[config.mk]
export PLATFORM = sky130hd
export DESIGN_NAME = card_bus_host_port
export DESIGN_NICKNAME = d
export VERILOG_FILES = /design/src/rtl/card_host_pkg.sv /design/src/rtl/card_bus_host_port.sv /design/src/rtl/edge_catch.sv
export SDC_FILE = /design/constraint.sdc
export NUM_CORES = 1
export LEC_CHECK = 0
export BUFFER_PORTS_ARGS = -buffer_cell sky130_fd_sc_hd__buf_2
export CAP_MARGIN = 20
export CORE_AREA = 2 2 88 90
export CTS_CLUSTER_SIZE = 16
export DETAILED_ROUTE_END_ITERATION = 8
export DIE_AREA = 0 0 90 92
export GPL_ROUTABILITY_DRIVEN = 0
export PLACE_DENSITY = 0.83
export SLEW_MARGIN = 5
export SYNTH_ARGS = -nofsm -noshare
export SYNTH_HDL_FRONTEND = slang
export SYNTH_HIERARCHICAL = 1
export SYNTH_SLANG_ARGS = --single-unit
export TNS_END_PERCENT = 1
[constraint.sdc]
create_clock -name CORE_CLK_I -period 2.56 [get_ports CORE_CLK_I]
set_input_delay 0.128 -clock CORE_CLK_I [delete_from_list [all_inputs] [get_ports CORE_CLK_I]]
set_output_delay 0.128 -clock CORE_CLK_I [all_outputs]
set_load 0.02 [all_outputs]
[src/rtl/card_host_pkg.sv]
// Purpose: Constants for the host-side card bus controller
// Assumes: 20 MHz core clock, active-low card strobes
// Notes:   Timing counts derive from times in nanoseconds
package card_host_pkg;
   // -----------------------------------------------------------------
   // Bus widths
   // -----------------------------------------------------------------
   localparam int DATA_W = 16;
   localparam int ADDR_W = 10;
   localparam int CLK_PERIOD_NS = 50;
   // -----------------------------------------------------------------
   // Strobe timing
   // -----------------------------------------------------------------
   // Address setup before the strobe, least time
   localparam int SETUP_NS = 100;
   localparam int SETUP_CYC = (SETUP_NS + CLK_PERIOD_NS - 1) / CLK_PERIOD_NS;
   // Strobe width, least time
   localparam int STROBE_NS = 300;
   localparam int STROBE_CYC =
      (STROBE_NS + CLK_PERIOD_NS - 1) / CLK_PERIOD_NS;
   // Hold after strobe release, least time
   localparam int HOLD_NS = 50;
   localparam int HOLD_CYC = (HOLD_NS + CLK_PERIOD_NS - 1) / CLK_PERIOD_NS;
   // Card reset pulse width, least time
   localparam int RESET_NS = 10000;
   localparam int RESET_CYC = (RESET_NS + CLK_PERIOD_NS - 1) / CLK_PERIOD_NS;
   localparam int CNT_W = 8;
   // -----------------------------------------------------------------
   // Access kinds on the request port
   // -----------------------------------------------------------------
   localparam logic [1:0] KIND_COMMON = 2'h0;
   localparam logic [1:0] KIND_ATTR   = 2'h1;
   localparam logic [1:0] KIND_IO     = 2'h2;
endpackage

[src/rtl/card_bus_host_port.sv]
// Purpose: Host controller driving a 16-bit card bus into a module
// Assumes: Card outputs are synchronous to CORE_CLK_I
// Notes:   One access at a time; wait stretches the cycle, busy delays the next one
`timescale 1ns/1ps
// Summary of operation
// - Host holds the strobe of the current access active while cycle extend stays low.
// - Host drives card reset high to reinitialise the card.
// - Attribute select low steers memory accesses to attribute space.
// - Memory writes use the memory write strobe.
// - I/O writes use the I/O write strobe with data driven.
// - I/O reads use the I/O read strobe; card drives the data.
// - Odd byte enable is asserted as select for every access.
module card_bus_host_port
(
   // Clock and reset
   input  wire logic                CORE_CLK_I,
   input  wire logic                ARST_N_I,
   // User request port
   input  wire logic                REQ_VALID_I,
   output logic                     REQ_READY_O,
   input  wire logic                REQ_WRITE_I,
   input  wire logic [1:0]          REQ_KIND_I,
   input  wire logic [9:0]          REQ_ADDR_I,
   input  wire logic [15:0]         REQ_WDATA_I,
   input  wire logic                IO_MODE_I,
   input  wire logic                CARD_RESET_REQ_I,
   // User answer port
   output logic                     RSP_VALID_O,
   output logic [15:0]              RSP_RDATA_O,
   output logic                     RSP_NO_ACK_O,
   output logic                     IRQ_O,
   output logic                     CARD_BUSY_O,
   output logic                     STATUS_EVENT_O,
   output logic                     WIDE_IO_O,
   // Card pins
   output logic                     HOST_RESET_O,
   output logic [9:0]               ADDR_O,
   output logic                     ATTR_MEM_SELECT_N_O,
   output logic                     ODD_BYTE_ENABLE_N_O,
   output logic                     MEM_WRITE_STROBE_N_O,
   output logic                     IO_WRITE_STROBE_N_O,
   output logic                     IO_READ_STROBE_N_O,
   input  wire logic                CYCLE_EXTEND_N_I,
   input  wire logic                IO_READ_ACK_N_I,
   input  wire logic                IRQ_OR_READY_N_I,
   input  wire logic                STATUS_CHANGE_N_I,
   input  wire logic                WIDE_IO_INDICATOR_N_I,
   input  wire logic [15:0]         HOST_DATA_BUS_I,
   output logic [15:0]              HOST_DATA_BUS_O,
   output logic                     HOST_DATA_BUS_OE_N_O
);
   // ----------------------------------------------------------------
   // Types and state
   // ----------------------------------------------------------------
   typedef enum logic [2:0] {
      ST_RESET, ST_IDLE, ST_SETUP, ST_STROBE, ST_HOLD
   } state_t;

   state_t                     state_reg, state_next;
   logic [card_host_pkg::CNT_W-1:0] cnt_reg, cnt_next;
   logic [14:0]                rst_cnt_reg, rst_cnt_next;
   logic                       write_reg, write_next;
   logic [1:0]                 kind_reg, kind_next;
   logic [9:0]                 addr_reg, addr_next;
   logic [15:0]                wdata_reg, wdata_next;
   logic [15:0]                rdata_reg, rdata_next;
   logic                       rsp_reg, rsp_next;
   logic                       noack_reg, noack_next;
   logic                       ack_seen_reg, ack_seen_next;
   logic                       stat_fall;
   logic                       stat_low;
   logic                       wait_low;
   logic                       ready_low;

   localparam logic [card_host_pkg::CNT_W-1:0] SETUP_C =
      card_host_pkg::CNT_W'(card_host_pkg::SETUP_CYC);
   localparam logic [card_host_pkg::CNT_W-1:0] STROBE_C =
      card_host_pkg::CNT_W'(card_host_pkg::STROBE_CYC);
   localparam logic [card_host_pkg::CNT_W-1:0] HOLD_C =
      card_host_pkg::CNT_W'(card_host_pkg::HOLD_CYC);
   localparam logic [14:0] RESET_C = 15'(card_host_pkg::RESET_CYC);

   // Counter reload: first cycle of a phase counts as one
   function automatic logic [card_host_pkg::CNT_W-1:0] load
      (input logic [card_host_pkg::CNT_W-1:0] cyc);
      load = cyc - card_host_pkg::CNT_W'(1);
   endfunction

   // ----------------------------------------------------------------
   // Status change edge catcher
   // ----------------------------------------------------------------
   edge_catch u_stat
   (
      .clk_i     (CORE_CLK_I),
      .arst_n_i  (ARST_N_I),
      .level_n_i (STATUS_CHANGE_N_I),
      .level_o   (stat_low),
      .fall_o    (stat_fall)
   );

   assign STATUS_EVENT_O = stat_fall;
   assign wait_low       = ~CYCLE_EXTEND_N_I;
   assign ready_low      = ~IRQ_OR_READY_N_I;
   assign IRQ_O          = IO_MODE_I & ready_low;
   // Memory mode: low on the shared line means busy
   assign CARD_BUSY_O    = ~IO_MODE_I & ready_low;
   assign WIDE_IO_O      = ~WIDE_IO_INDICATOR_N_I;
   // Busy gates new accesses; reset also blocks them
   assign REQ_READY_O    = (state_reg == ST_IDLE) & ~CARD_BUSY_O;

   // ----------------------------------------------------------------
   // Access sequencer: next state
   // ----------------------------------------------------------------
   always_comb
   begin
      state_next    = state_reg;
      cnt_next      = cnt_reg;
      rst_cnt_next  = rst_cnt_reg;
      write_next    = write_reg;
      kind_next     = kind_reg;
      addr_next     = addr_reg;
      wdata_next    = wdata_reg;
      rdata_next    = rdata_reg;
      rsp_next      = 1'b0;
      noack_next    = noack_reg;
      ack_seen_next = ack_seen_reg;
      case (state_reg)
         ST_RESET:
         begin
            // Card reset held for the least pulse width
            if (rst_cnt_reg == 15'h0000)
               state_next = ST_IDLE;
            else
               rst_cnt_next = rst_cnt_reg - 15'h0001;
         end
         ST_IDLE:
         begin
            if (REQ_VALID_I && REQ_READY_O)
            begin
               write_next    = REQ_WRITE_I;
               kind_next     = REQ_KIND_I;
               addr_next     = REQ_ADDR_I;
               wdata_next    = REQ_WDATA_I;
               ack_seen_next = 1'b0;
               cnt_next      = load(SETUP_C);
               state_next    = ST_SETUP;
            end
         end
         ST_SETUP:
         begin
            if (cnt_reg == '0)
            begin
               cnt_next   = load(STROBE_C);
               state_next = ST_STROBE;
            end
            else
               cnt_next = cnt_reg - card_host_pkg::CNT_W'(1);
         end
         ST_STROBE:
         begin
            if (!IO_READ_ACK_N_I)
               ack_seen_next = 1'b1;
            if (cnt_reg != '0)
               cnt_next = cnt_reg - card_host_pkg::CNT_W'(1);
            // Strobe stays while the card extends the cycle
            else if (!wait_low)
            begin
               rdata_next = HOST_DATA_BUS_I;
               noack_next = ~write_reg &
                            (kind_reg == card_host_pkg::KIND_IO) &
                            ~(ack_seen_reg | ~IO_READ_ACK_N_I);
               cnt_next   = load(HOLD_C);
               state_next = ST_HOLD;
            end
         end
         ST_HOLD:
         begin
            if (cnt_reg == '0)
            begin
               rsp_next   = 1'b1;
               state_next = ST_IDLE;
            end
            else
               cnt_next = cnt_reg - card_host_pkg::CNT_W'(1);
         end
         default:
            state_next = ST_IDLE;
      endcase
      // User reset request overrides any access
      if (CARD_RESET_REQ_I)
      begin
         state_next   = ST_RESET;
         rst_cnt_next = RESET_C - 15'h0001;
      end
   end

   // Sequencer registers
   always_ff @(posedge CORE_CLK_I or negedge ARST_N_I)
   begin
      if (!ARST_N_I)
      begin
         state_reg    <= ST_RESET;
         cnt_reg      <= '0;
         rst_cnt_reg  <= RESET_C - 15'h0001;
         write_reg    <= 1'b0;
         kind_reg     <= 2'h0;
         addr_reg     <= 10'h000;
         wdata_reg    <= 16'h0000;
         rdata_reg    <= 16'h0000;
         rsp_reg      <= 1'b0;
         noack_reg    <= 1'b0;
         ack_seen_reg <= 1'b0;
      end
      else
      begin
         state_reg    <= state_next;
         cnt_reg      <= cnt_next;
         rst_cnt_reg  <= rst_cnt_next;
         write_reg    <= write_next;
         kind_reg     <= kind_next;
         addr_reg     <= addr_next;
         wdata_reg    <= wdata_next;
         rdata_reg    <= rdata_next;
         rsp_reg      <= rsp_next;
         noack_reg    <= noack_next;
         ack_seen_reg <= ack_seen_next;
      end
   end

   // ----------------------------------------------------------------
   // Card pin drive
   // ----------------------------------------------------------------
   logic in_cycle;
   logic is_io;
   assign in_cycle = (state_reg == ST_SETUP) | (state_reg == ST_STROBE) |
                     (state_reg == ST_HOLD);
   assign is_io    = (kind_reg == card_host_pkg::KIND_IO);

   // Card reset is active high
   assign HOST_RESET_O         = (state_reg == ST_RESET);
   assign ADDR_O               = addr_reg;
   // Attribute space only for memory accesses
   assign ATTR_MEM_SELECT_N_O  = ~(in_cycle & (kind_reg ==
                                   card_host_pkg::KIND_ATTR));
   assign ODD_BYTE_ENABLE_N_O  = ~in_cycle;
   assign MEM_WRITE_STROBE_N_O = ~((state_reg == ST_STROBE) & write_reg &
                                   ~is_io);
   assign IO_WRITE_STROBE_N_O  = ~((state_reg == ST_STROBE) & write_reg &
                                   is_io);
   assign IO_READ_STROBE_N_O   = ~((state_reg == ST_STROBE) & ~write_reg &
                                   is_io);
   // Data driven through hold so the card latches stable data
   assign HOST_DATA_BUS_O      = wdata_reg;
   assign HOST_DATA_BUS_OE_N_O = ~(in_cycle & write_reg);
   assign RSP_VALID_O          = rsp_reg;
   assign RSP_RDATA_O          = rdata_reg;
   assign RSP_NO_ACK_O         = noack_reg;
endmodule

[src/rtl/edge_catch.sv]
// Purpose: Registered edge catcher for an active-low card level
// Assumes: Input is synchronous to the core clock
// Notes:   Reports a one-cycle pulse on a falling edge
`timescale 1ns/1ps
module edge_catch
(
   // Clock and reset
   input  wire logic clk_i,
   input  wire logic arst_n_i,
   // Level in
   input  wire logic level_n_i,
   // Level and edge out
   output logic      level_o,
   output logic      fall_o
);
   logic prev_reg;
   logic prev_next;
   logic fall_reg;
   logic fall_next;

   // Next values: active when low, pulse on high-to-low
   always_comb
   begin
      prev_next = level_n_i;
      fall_next = prev_reg & ~level_n_i;
   end

   // Registers; idle is high for active-low inputs
   always_ff @(posedge clk_i or negedge arst_n_i)
   begin
      if (!arst_n_i)
      begin
         prev_reg <= 1'b1;
         fall_reg <= 1'b0;
      end
      else
      begin
         prev_reg <= prev_next;
         fall_reg <= fall_next;
      end
   end

   assign level_o = ~prev_reg;
   assign fall_o  = fall_reg;
endmodule

; Word-level counts from Yosys, hierarchy flattened
; Cells that the tools add are included.
; W data, S select, Z words.
[op_classes]
add_sub_neg = 2
n_eq_ne = 17
mux = 22
bitwise = 32
n_reduce_logical = 14
[ops]
columns = op, n
row1 = $mux W15, 3
row2 = $mux W8, 5
row3 = $pmux W8 S4, 1
row4 = $mux W3, 7
row5 = $not A1 Y1, 16
row6 = $logic_not A15 Y1, 1
row7 = $ne A3 B3 Y1 const B, 5
row8 = $pmux W3 S5, 1
row9 = $sub A15 B1 Y15 const B, 1
row10 = $and A1 B1 Y1, 13
row11 = $logic_not A8 Y1, 1
row12 = $reduce_bool A8 Y1, 1
row13 = $sub A8 B1 Y8 const B, 1
row14 = $eq A3 B2 Y1 const B, 2
row15 = $ne A2 B2 Y1 const B, 3
row16 = $ne A3 B2 Y1 const B, 2
row17 = $reduce_and A3 Y1, 2
row18 = $reduce_and A6 Y1, 1
row19 = $mux W1, 4
row20 = $reduce_and A2 Y1, 2
row21 = $reduce_and A4 Y1, 1
row22 = $reduce_bool A2 Y1, 2
row23 = $reduce_bool A4 Y1, 1
row24 = $eq A3 B1 Y1 const B, 1
row25 = 8 further kinds, 10
[totals]
ff_bits = 76
in_bits = 55
out_inout_bits = 56
elab_cells = 100

; Depth between registers and ports, before layout
; Gate-level depths: netlist (run 1).
[logic_depth]
word_depth = 8
mapped_depth = 8
depth_no_buf = 7

; Modules after synthesis
; Netlist (run 1), hierarchy kept.
[by_module_without_submodules]
columns = module, n_inst, cells_per_inst, area_per_inst_um2, seq_area_each_um2
row1 = card_bus_host_port, 1, 298, 3518.4, 1858.0
row2 = edge_catch, 1, 4, 68.8, 51.3

; Worst setup path after synthesis (run 1)
; Ideal clock, no wire load.
[synth_timing]
path_type = reg-to-reg
start = register cnt_reg[0] (netlist name)
end = register rdata_reg[10] (netlist: RSP_RDATA_O[10])
setup_ns = 0.125
arrival_ns = 1.809
t_required_ns = 2.435
path_slack_ns = 0.626
path_stages_with_launch = 8
path_buffers = 1
period_less_slack_ns = 1.934
cell_sequence = dfrtp_1 -> inv_1 -> ha_1 -> nor4b_2 -> and2_2 -> nand3_4 -> buf_6 -> mux2_4
[synth_between]
elab_chain_len = 3
[synth_lines]
columns = element, line_no
row1 = from (decl), card_bus_host_port.sv:60  ; logic [card_host_pkg::CNT_W-1:0] cnt_reg, cnt_next;
row2 = from (signal assigned), card_bus_host_port.sv:217  ; cnt_reg <= cnt_next;
row3 = $reduce_bool A8 Y1, card_bus_host_port.sv:163  ; if (cnt_reg != '0)
row4 = $not A1 Y1 (no source line), -
row5 = $reduce_and A3 Y1 (no source line), -
row6 = to (signal assigned), card_bus_host_port.sv:223  ; rdata_reg <= rdata_next;
row7 = to (decl), card_bus_host_port.sv:66  ; logic [15:0] rdata_reg, rdata_next;
; No other way between the ends.
; A chain may end at the register's enable or synchronous reset.

; Worst setup path in the final report (run 1)
[layout_timing]
start = register cnt_reg[0] (netlist name)
end = register rdata_reg[14] (netlist: RSP_RDATA_O[14])
; Same word-level chain as after synthesis.

==> results of run 1 <==
worst min-delay path by stage:
stage	startpoint	to	slack [ps]	depth (start not counted)
after detailed placement	ARST_N_I	ADDR_O[0]$_DFFE_PN0P_	190	1
after global routing	REQ_WDATA_I[8]	HOST_DATA_BUS_O[8]$_DFFE_PN0P_	5	2
after floorplan	ARST_N_I	ADDR_O[0]$_DFFE_PN0P_	-170	0
final	REQ_WDATA_I[12]	HOST_DATA_BUS_O[12]$_DFFE_PN0P_	10	2
after CTS	HOST_DATA_BUS_I[10]	RSP_RDATA_O[10]$_DFFE_PN0P_	2	2
after global placement	ARST_N_I	u_stat/fall_o$_DFF_PN0_	190	1
layout make-up:
type / count / area [um^2]
flip-flops and latches: 76 / 1910
fillers: 614 / 2970
clock inverters: 5 / 83.8
inverters: 13 / 48.8
well taps: 102 / 128
repair buffers: 116 / 603
clock buffers: 11 / 141
multi-input cells: 202 / 1570
power by group:
| part | internal, uW | switching (uW) | leakage (uW) | total [uW] |
|---|---|---|---|---|
| clock | 579 | 440 | 0.000106 | 1020 |
| sequential | 1360 | 127 | 0.000995 | 1490 |
| combinational | 303 | 379 | 0.00109 | 682 |
| total | 2240 | 946 | 0.00219 | 3190 |
worst max-delay path, stage by stage (launching register included):
cell	delay, ps
dfrtp_1	450
inv_1	140
ha_1	170
nor4b_2	340
and2_2	280
nand3_4	270
mux2_4	390
cell usage in the layout, fill, tap and decap left out, drive strengths merged, types with 2 or more instances in the layout:
master	n
buf	113
clkbuf	11
nand2b	7
o21ai	14
mux2	45
mux2i	5
dlygate4sd3	3
nor2	24
nor3	5
xor2	8
o211ai	3
or3	5
nor4	4
ha	3
clkinvlp	2
a21oi	12
nand3	11
nand3b	4
inv	14
nor4b	4
bufinv	2
xnor2	3
nand2	18
nor2b	3
dfrtp	70
nand4b	2
nand4	4
a211oi	2
dfstp	6
per-layer routing:
metal	global-route usage	up-vias	wire, um
met5	0	-	0
met4	0.0910	0	209
met3	0.0452	20	396
met2	0.328	93	3860
met1	0.226	1376	3150
li1	-	1299	-
metrics by stage:
step | cells | util | instance area [um^2]
final | 525 | 0.602 | 4480
after global routing | 525 | 0.602 | 4480
after CTS | 525 | 0.602 | 4480
after detailed placement | 506 | 0.568 | 4230
after global placement | 506 | 0.568 | 4230
after floorplan | 301 | - | 3580
==> results.toml, run 1 <==
[status]
status = "complete, no violations"

[cts]
cts_tree = "yes"
cts.sink_count = 76
cts_root_buf = "clkbuf_8"
cts_max_path_buffers = 2
cts_made_buffers = 9
cts_setup_buffers = 0
clock_latency_ps = 340
cts_resized = 0
cts_hold_buf = 3
cts.reportedPaths.clkPinSlew_ps = 80
h-tree-depth = 3

[synthesis]
synthesis.nets = 359
syn_avg_cell_area_um2 = 11.9
syn-cell-area_um2 = 3580
yosysWarningCount = 6
postSynthCellCount = 301

[timing]
finalSetupViolCount = 0
rsz0062_at_grt = "no"
finalHoldViolCount = 0
finClkSkew_ps = 6.16
tns_ps = 0
worstMarginPinSlew_ps = 685
holdWs_ps = 12.3
slew_violations = 0
fin_crit_sh = 0.842
worst_slack_ps = 404
period_needed_ps = 2160
timing.fmax_mhz = 464
slew_headroom = 0.539

[die]
rows = 32
design.core.area_um2 = 7450
initial_core_util = 0.481
io_pins = 111
die_w_um = 90
die_y_um = 92
dieArea_um2 = 8280

[placement]
port_buffers = 110
dp_slack_ps = 435
dp_hpwl_um = 5710

[min_path]
hold_class = "in -> reg"

[grt]
grt_max_degree = 31
grt_pass1_wl_um = 12700
first_global_vias = 2837
overflow = 0
grt.total_usage = 0.191
grt_antenna_before_repair = 0

[detailed_routing]
viasPerCell = 5.31
routed_wl_um = 7610
drt-pass1-iter-count = 4
drcViolationCount = 0
route.vias.total = 2788
routedWlPerCell_um = 14.5
ant_nets = 0
first_iter_violations = 138

[power]
p_leak_uw = 0.00219
total_power_uw = 3190
p_per_area_nw_per_um2 = 712
vdd_ir_drop_max_uv = 499

[worst_setup_path]
rr_worst_depth = 6
startpoint = "cnt_reg[0]$_DFFE_PN0P_"
r2r_slack_ps = 400
critPathMaxFanout = 19
worstPathArrival_ps = 2390
rr_startpoint = "cnt_reg[0]$_DFFE_PN0P_"
end_kind = "register"
timing.rr.end = "RSP_RDATA_O[14]$_DFFE_PN0P_"
worstSetupPathType = "reg -> reg"
start_kind = "register"
critical_path_required_ps = 2790
endpoint = "RSP_RDATA_O[14]$_DFFE_PN0P_"

[layout]
syn_to_final_growth_pct = 25.1
finalNetCount = 476
antennaDiodeCount = 0
drive_gt1_frac = 0.452

[run]
maxCapViolCount = 0
(Power assumes the default switching activity.)
==> inputs of run 2 (changes only) <==
--- a/config.mk
+++ b/config.mk
@@ -7,12 +7,12 @@
 export LEC_CHECK = 0
 export BUFFER_PORTS_ARGS = -buffer_cell sky130_fd_sc_hd__buf_2
 export CAP_MARGIN = 20
-export CORE_AREA = 2 2 88 90
+export CORE_AREA = 2 2 92 94
 export CTS_CLUSTER_SIZE = 16
 export DETAILED_ROUTE_END_ITERATION = 8
-export DIE_AREA = 0 0 90 92
+export DIE_AREA = 0 0 94 96
 export GPL_ROUTABILITY_DRIVEN = 0
-export PLACE_DENSITY = 0.83
+export PLACE_DENSITY = 0.8
 export SLEW_MARGIN = 5
 export SYNTH_ARGS = -nofsm -noshare
 export SYNTH_HDL_FRONTEND = slang
==> constraint.sdc (replaced) <==
create_clock -name CORE_CLK_I -period 1.9 [get_ports CORE_CLK_I]
set_input_delay 0.095 -clock CORE_CLK_I [delete_from_list [all_inputs] [get_ports CORE_CLK_I]]
set_output_delay 0.095 -clock CORE_CLK_I [all_outputs]
set_load 0.02 [all_outputs]
==> results.toml, run 2 (synthesized netlist as in run 1, its figures left out) <==
[grt]
overflow = 0
grt_util_met3 = 0.0439
first_global_vias = 3133
met1_usage = 0.245
grt_max_degree = 60
busiest_layer = "met2"
grt_pass1_wl_um = 14800
grtUsageMet2 = 0.383
grt_antenna_before_repair = 0
grt.total_usage = 0.213

[detailed_routing]
viasPerCell = 5.17
routed_wl_um = 9150
routedWlPerCell_um = 15.5
drcViolationCount = 0
route.vias.total = 3057
first_iter_violations = 139
drt-pass1-iter-count = 4
ant_nets = 0

[die]
dieArea_um2 = 9020
design.core.area_um2 = 8050
rows = 33
initial_core_util = 0.445
io_pins = 111
die_y_um = 96
die_w_um = 94

[status]
status = "complete, no violations"

[cts]
cts_max_path_buffers = 2
cts_made_buffers = 9
cts.reportedPaths.clkPinSlew_ps = 80
cts_root_buf = "clkbuf_8"
cts_tree = "yes"
h-tree-depth = 3
cts.sink_count = 76
clock_latency_ps = 340

[placement]
dp_hpwl_um = 5840
dp_slack_ps = -65.6
placed_area_um2 = 4370
port_buffers = 110
dpl.cell_count = 525

[worst_setup_path]
critical_path_required_ps = 2170
start_kind = "register"
rr_worst_depth = 5
endpoint = "rst_cnt_reg[1]$_DFFE_PN1P_"
timing.rr.end = "rst_cnt_reg[1]$_DFFE_PN1P_"
startpoint = "rst_cnt_reg[4]$_DFFE_PN0P_"
critPathMaxFanout = 4
r2r_slack_ps = 50
rr_startpoint = "rst_cnt_reg[4]$_DFFE_PN0P_"
worstSetupPathType = "reg -> reg"
end_kind = "register"
worstPathArrival_ps = 2120

[timing]
finalSetupViolCount = 0
rsz0062_at_grt = "yes"
fin_crit_sh = 0.974
slew_headroom = 0.647
holdWs_ps = 39.9
finalHoldViolCount = 0
slew_violations = 0
timing.fmax_mhz = 540
worst_slack_ps = 48.8
worstMarginPinSlew_ps = 524
finClkSkew_ps = 9.15
period_needed_ps = 1850

[layout]
drive_gt1_frac = 0.447
final_cell_mix = "buf_2, dfrtp_1, dlygate4sd3_1"
stdcell_count = 591
finalNetCount = 539
antennaDiodeCount = 0
syn_to_final_growth_pct = 41.8
final_common_cell = "buf_2"
final_area_um2 = 5080

[min_path]
min_from = "IO_READ_ACK_N_I"
hold_class = "in -> reg"
hold_path_depth = 3

[power]
vdd_ir_drop_max_uv = 682
p_per_area_nw_per_um2 = 840
p_leak_uw = 0.00247

[run]
maxCapViolCount = 0
-- run 2: cell count changes in the layout (fill, tap and decap cells not counted), moves of 2 or more --
cell,before,now
buf_4,3,19
inv_2,0,2
buf_6,0,2
buf_12,0,2
inv_1,13,11
bufinv_16,2,0
dlygate4sd3_1,3,47
clkinv_2,0,2
o21ai_0,12,10
-- run 2: worst min path at each step --
stage | endpoint | slack (ps)
finish | RSP_NO_ACK_O$_DFFE_PN0P_ | 40
global placement | rst_cnt_reg[3]$_DFFE_PN0P_ | -10
floorplan | ADDR_O[0]$_DFFE_PN0P_ | -200
global route | RSP_NO_ACK_O$_DFFE_PN0P_ | 50
detailed placement | rst_cnt_reg[3]$_DFFE_PN0P_ | -6
CTS | RSP_NO_ACK_O$_DFFE_PN0P_ | 30
-- run 2: cell type report --
type | instances | area (um^2)
timing repair buffer | 179 | 1220
fill | 586 | 2970
sequential | 76 | 1910
multi-input combinational | 202 | 1600
clock inverter | 4 | 25.0
tap | 105 | 131
clock buffer | 12 | 145
inverter | 13 | 48.8
-- run 2: worst max-delay path: stages (launching register included) --
cell,delay (ps)
dfrtp_1,400
or3_4,430
or3b_4,420
o21ai_4,210
nor2_1,60
a211o_1,260
-- run 2: report_power, final --
part | total (uW) | internal [uW] | switching, uW
clock | 1110 | 507 | 598
sequential | 2000 | 1840 | 166
combinational | 1160 | 561 | 598
total | 4270 | 2900 | 1360
-- run 2: routing by layer --
metal | vias to the layer above | part of all wire
met5 | - | 0
met3 | 23 | 0.052
met4 | 0 | 0.027
met1 | 1479 | 0.40
met2 | 114 | 0.52
li1 | 1441 | -
-- run 2: repair_timing --
action	4_1_cts	5_1_grt
setup buffers	1	2
resized for setup	1	12
setup endpoints to repair	17	27
hold buffers	47	0
pin swaps	1	4
endpoints found under the hold margin	120	0
-- run 2: metrics by stage --
stage               total power (uW)  TNS [ps]  utilization
floorplan                       2630         0            -
global placement                3030         0        0.543
detailed placement              3080      -727        0.543
CTS                             4240         0        0.625
global route                    4470     -98.5        0.631
finish                          4270         0        0.631
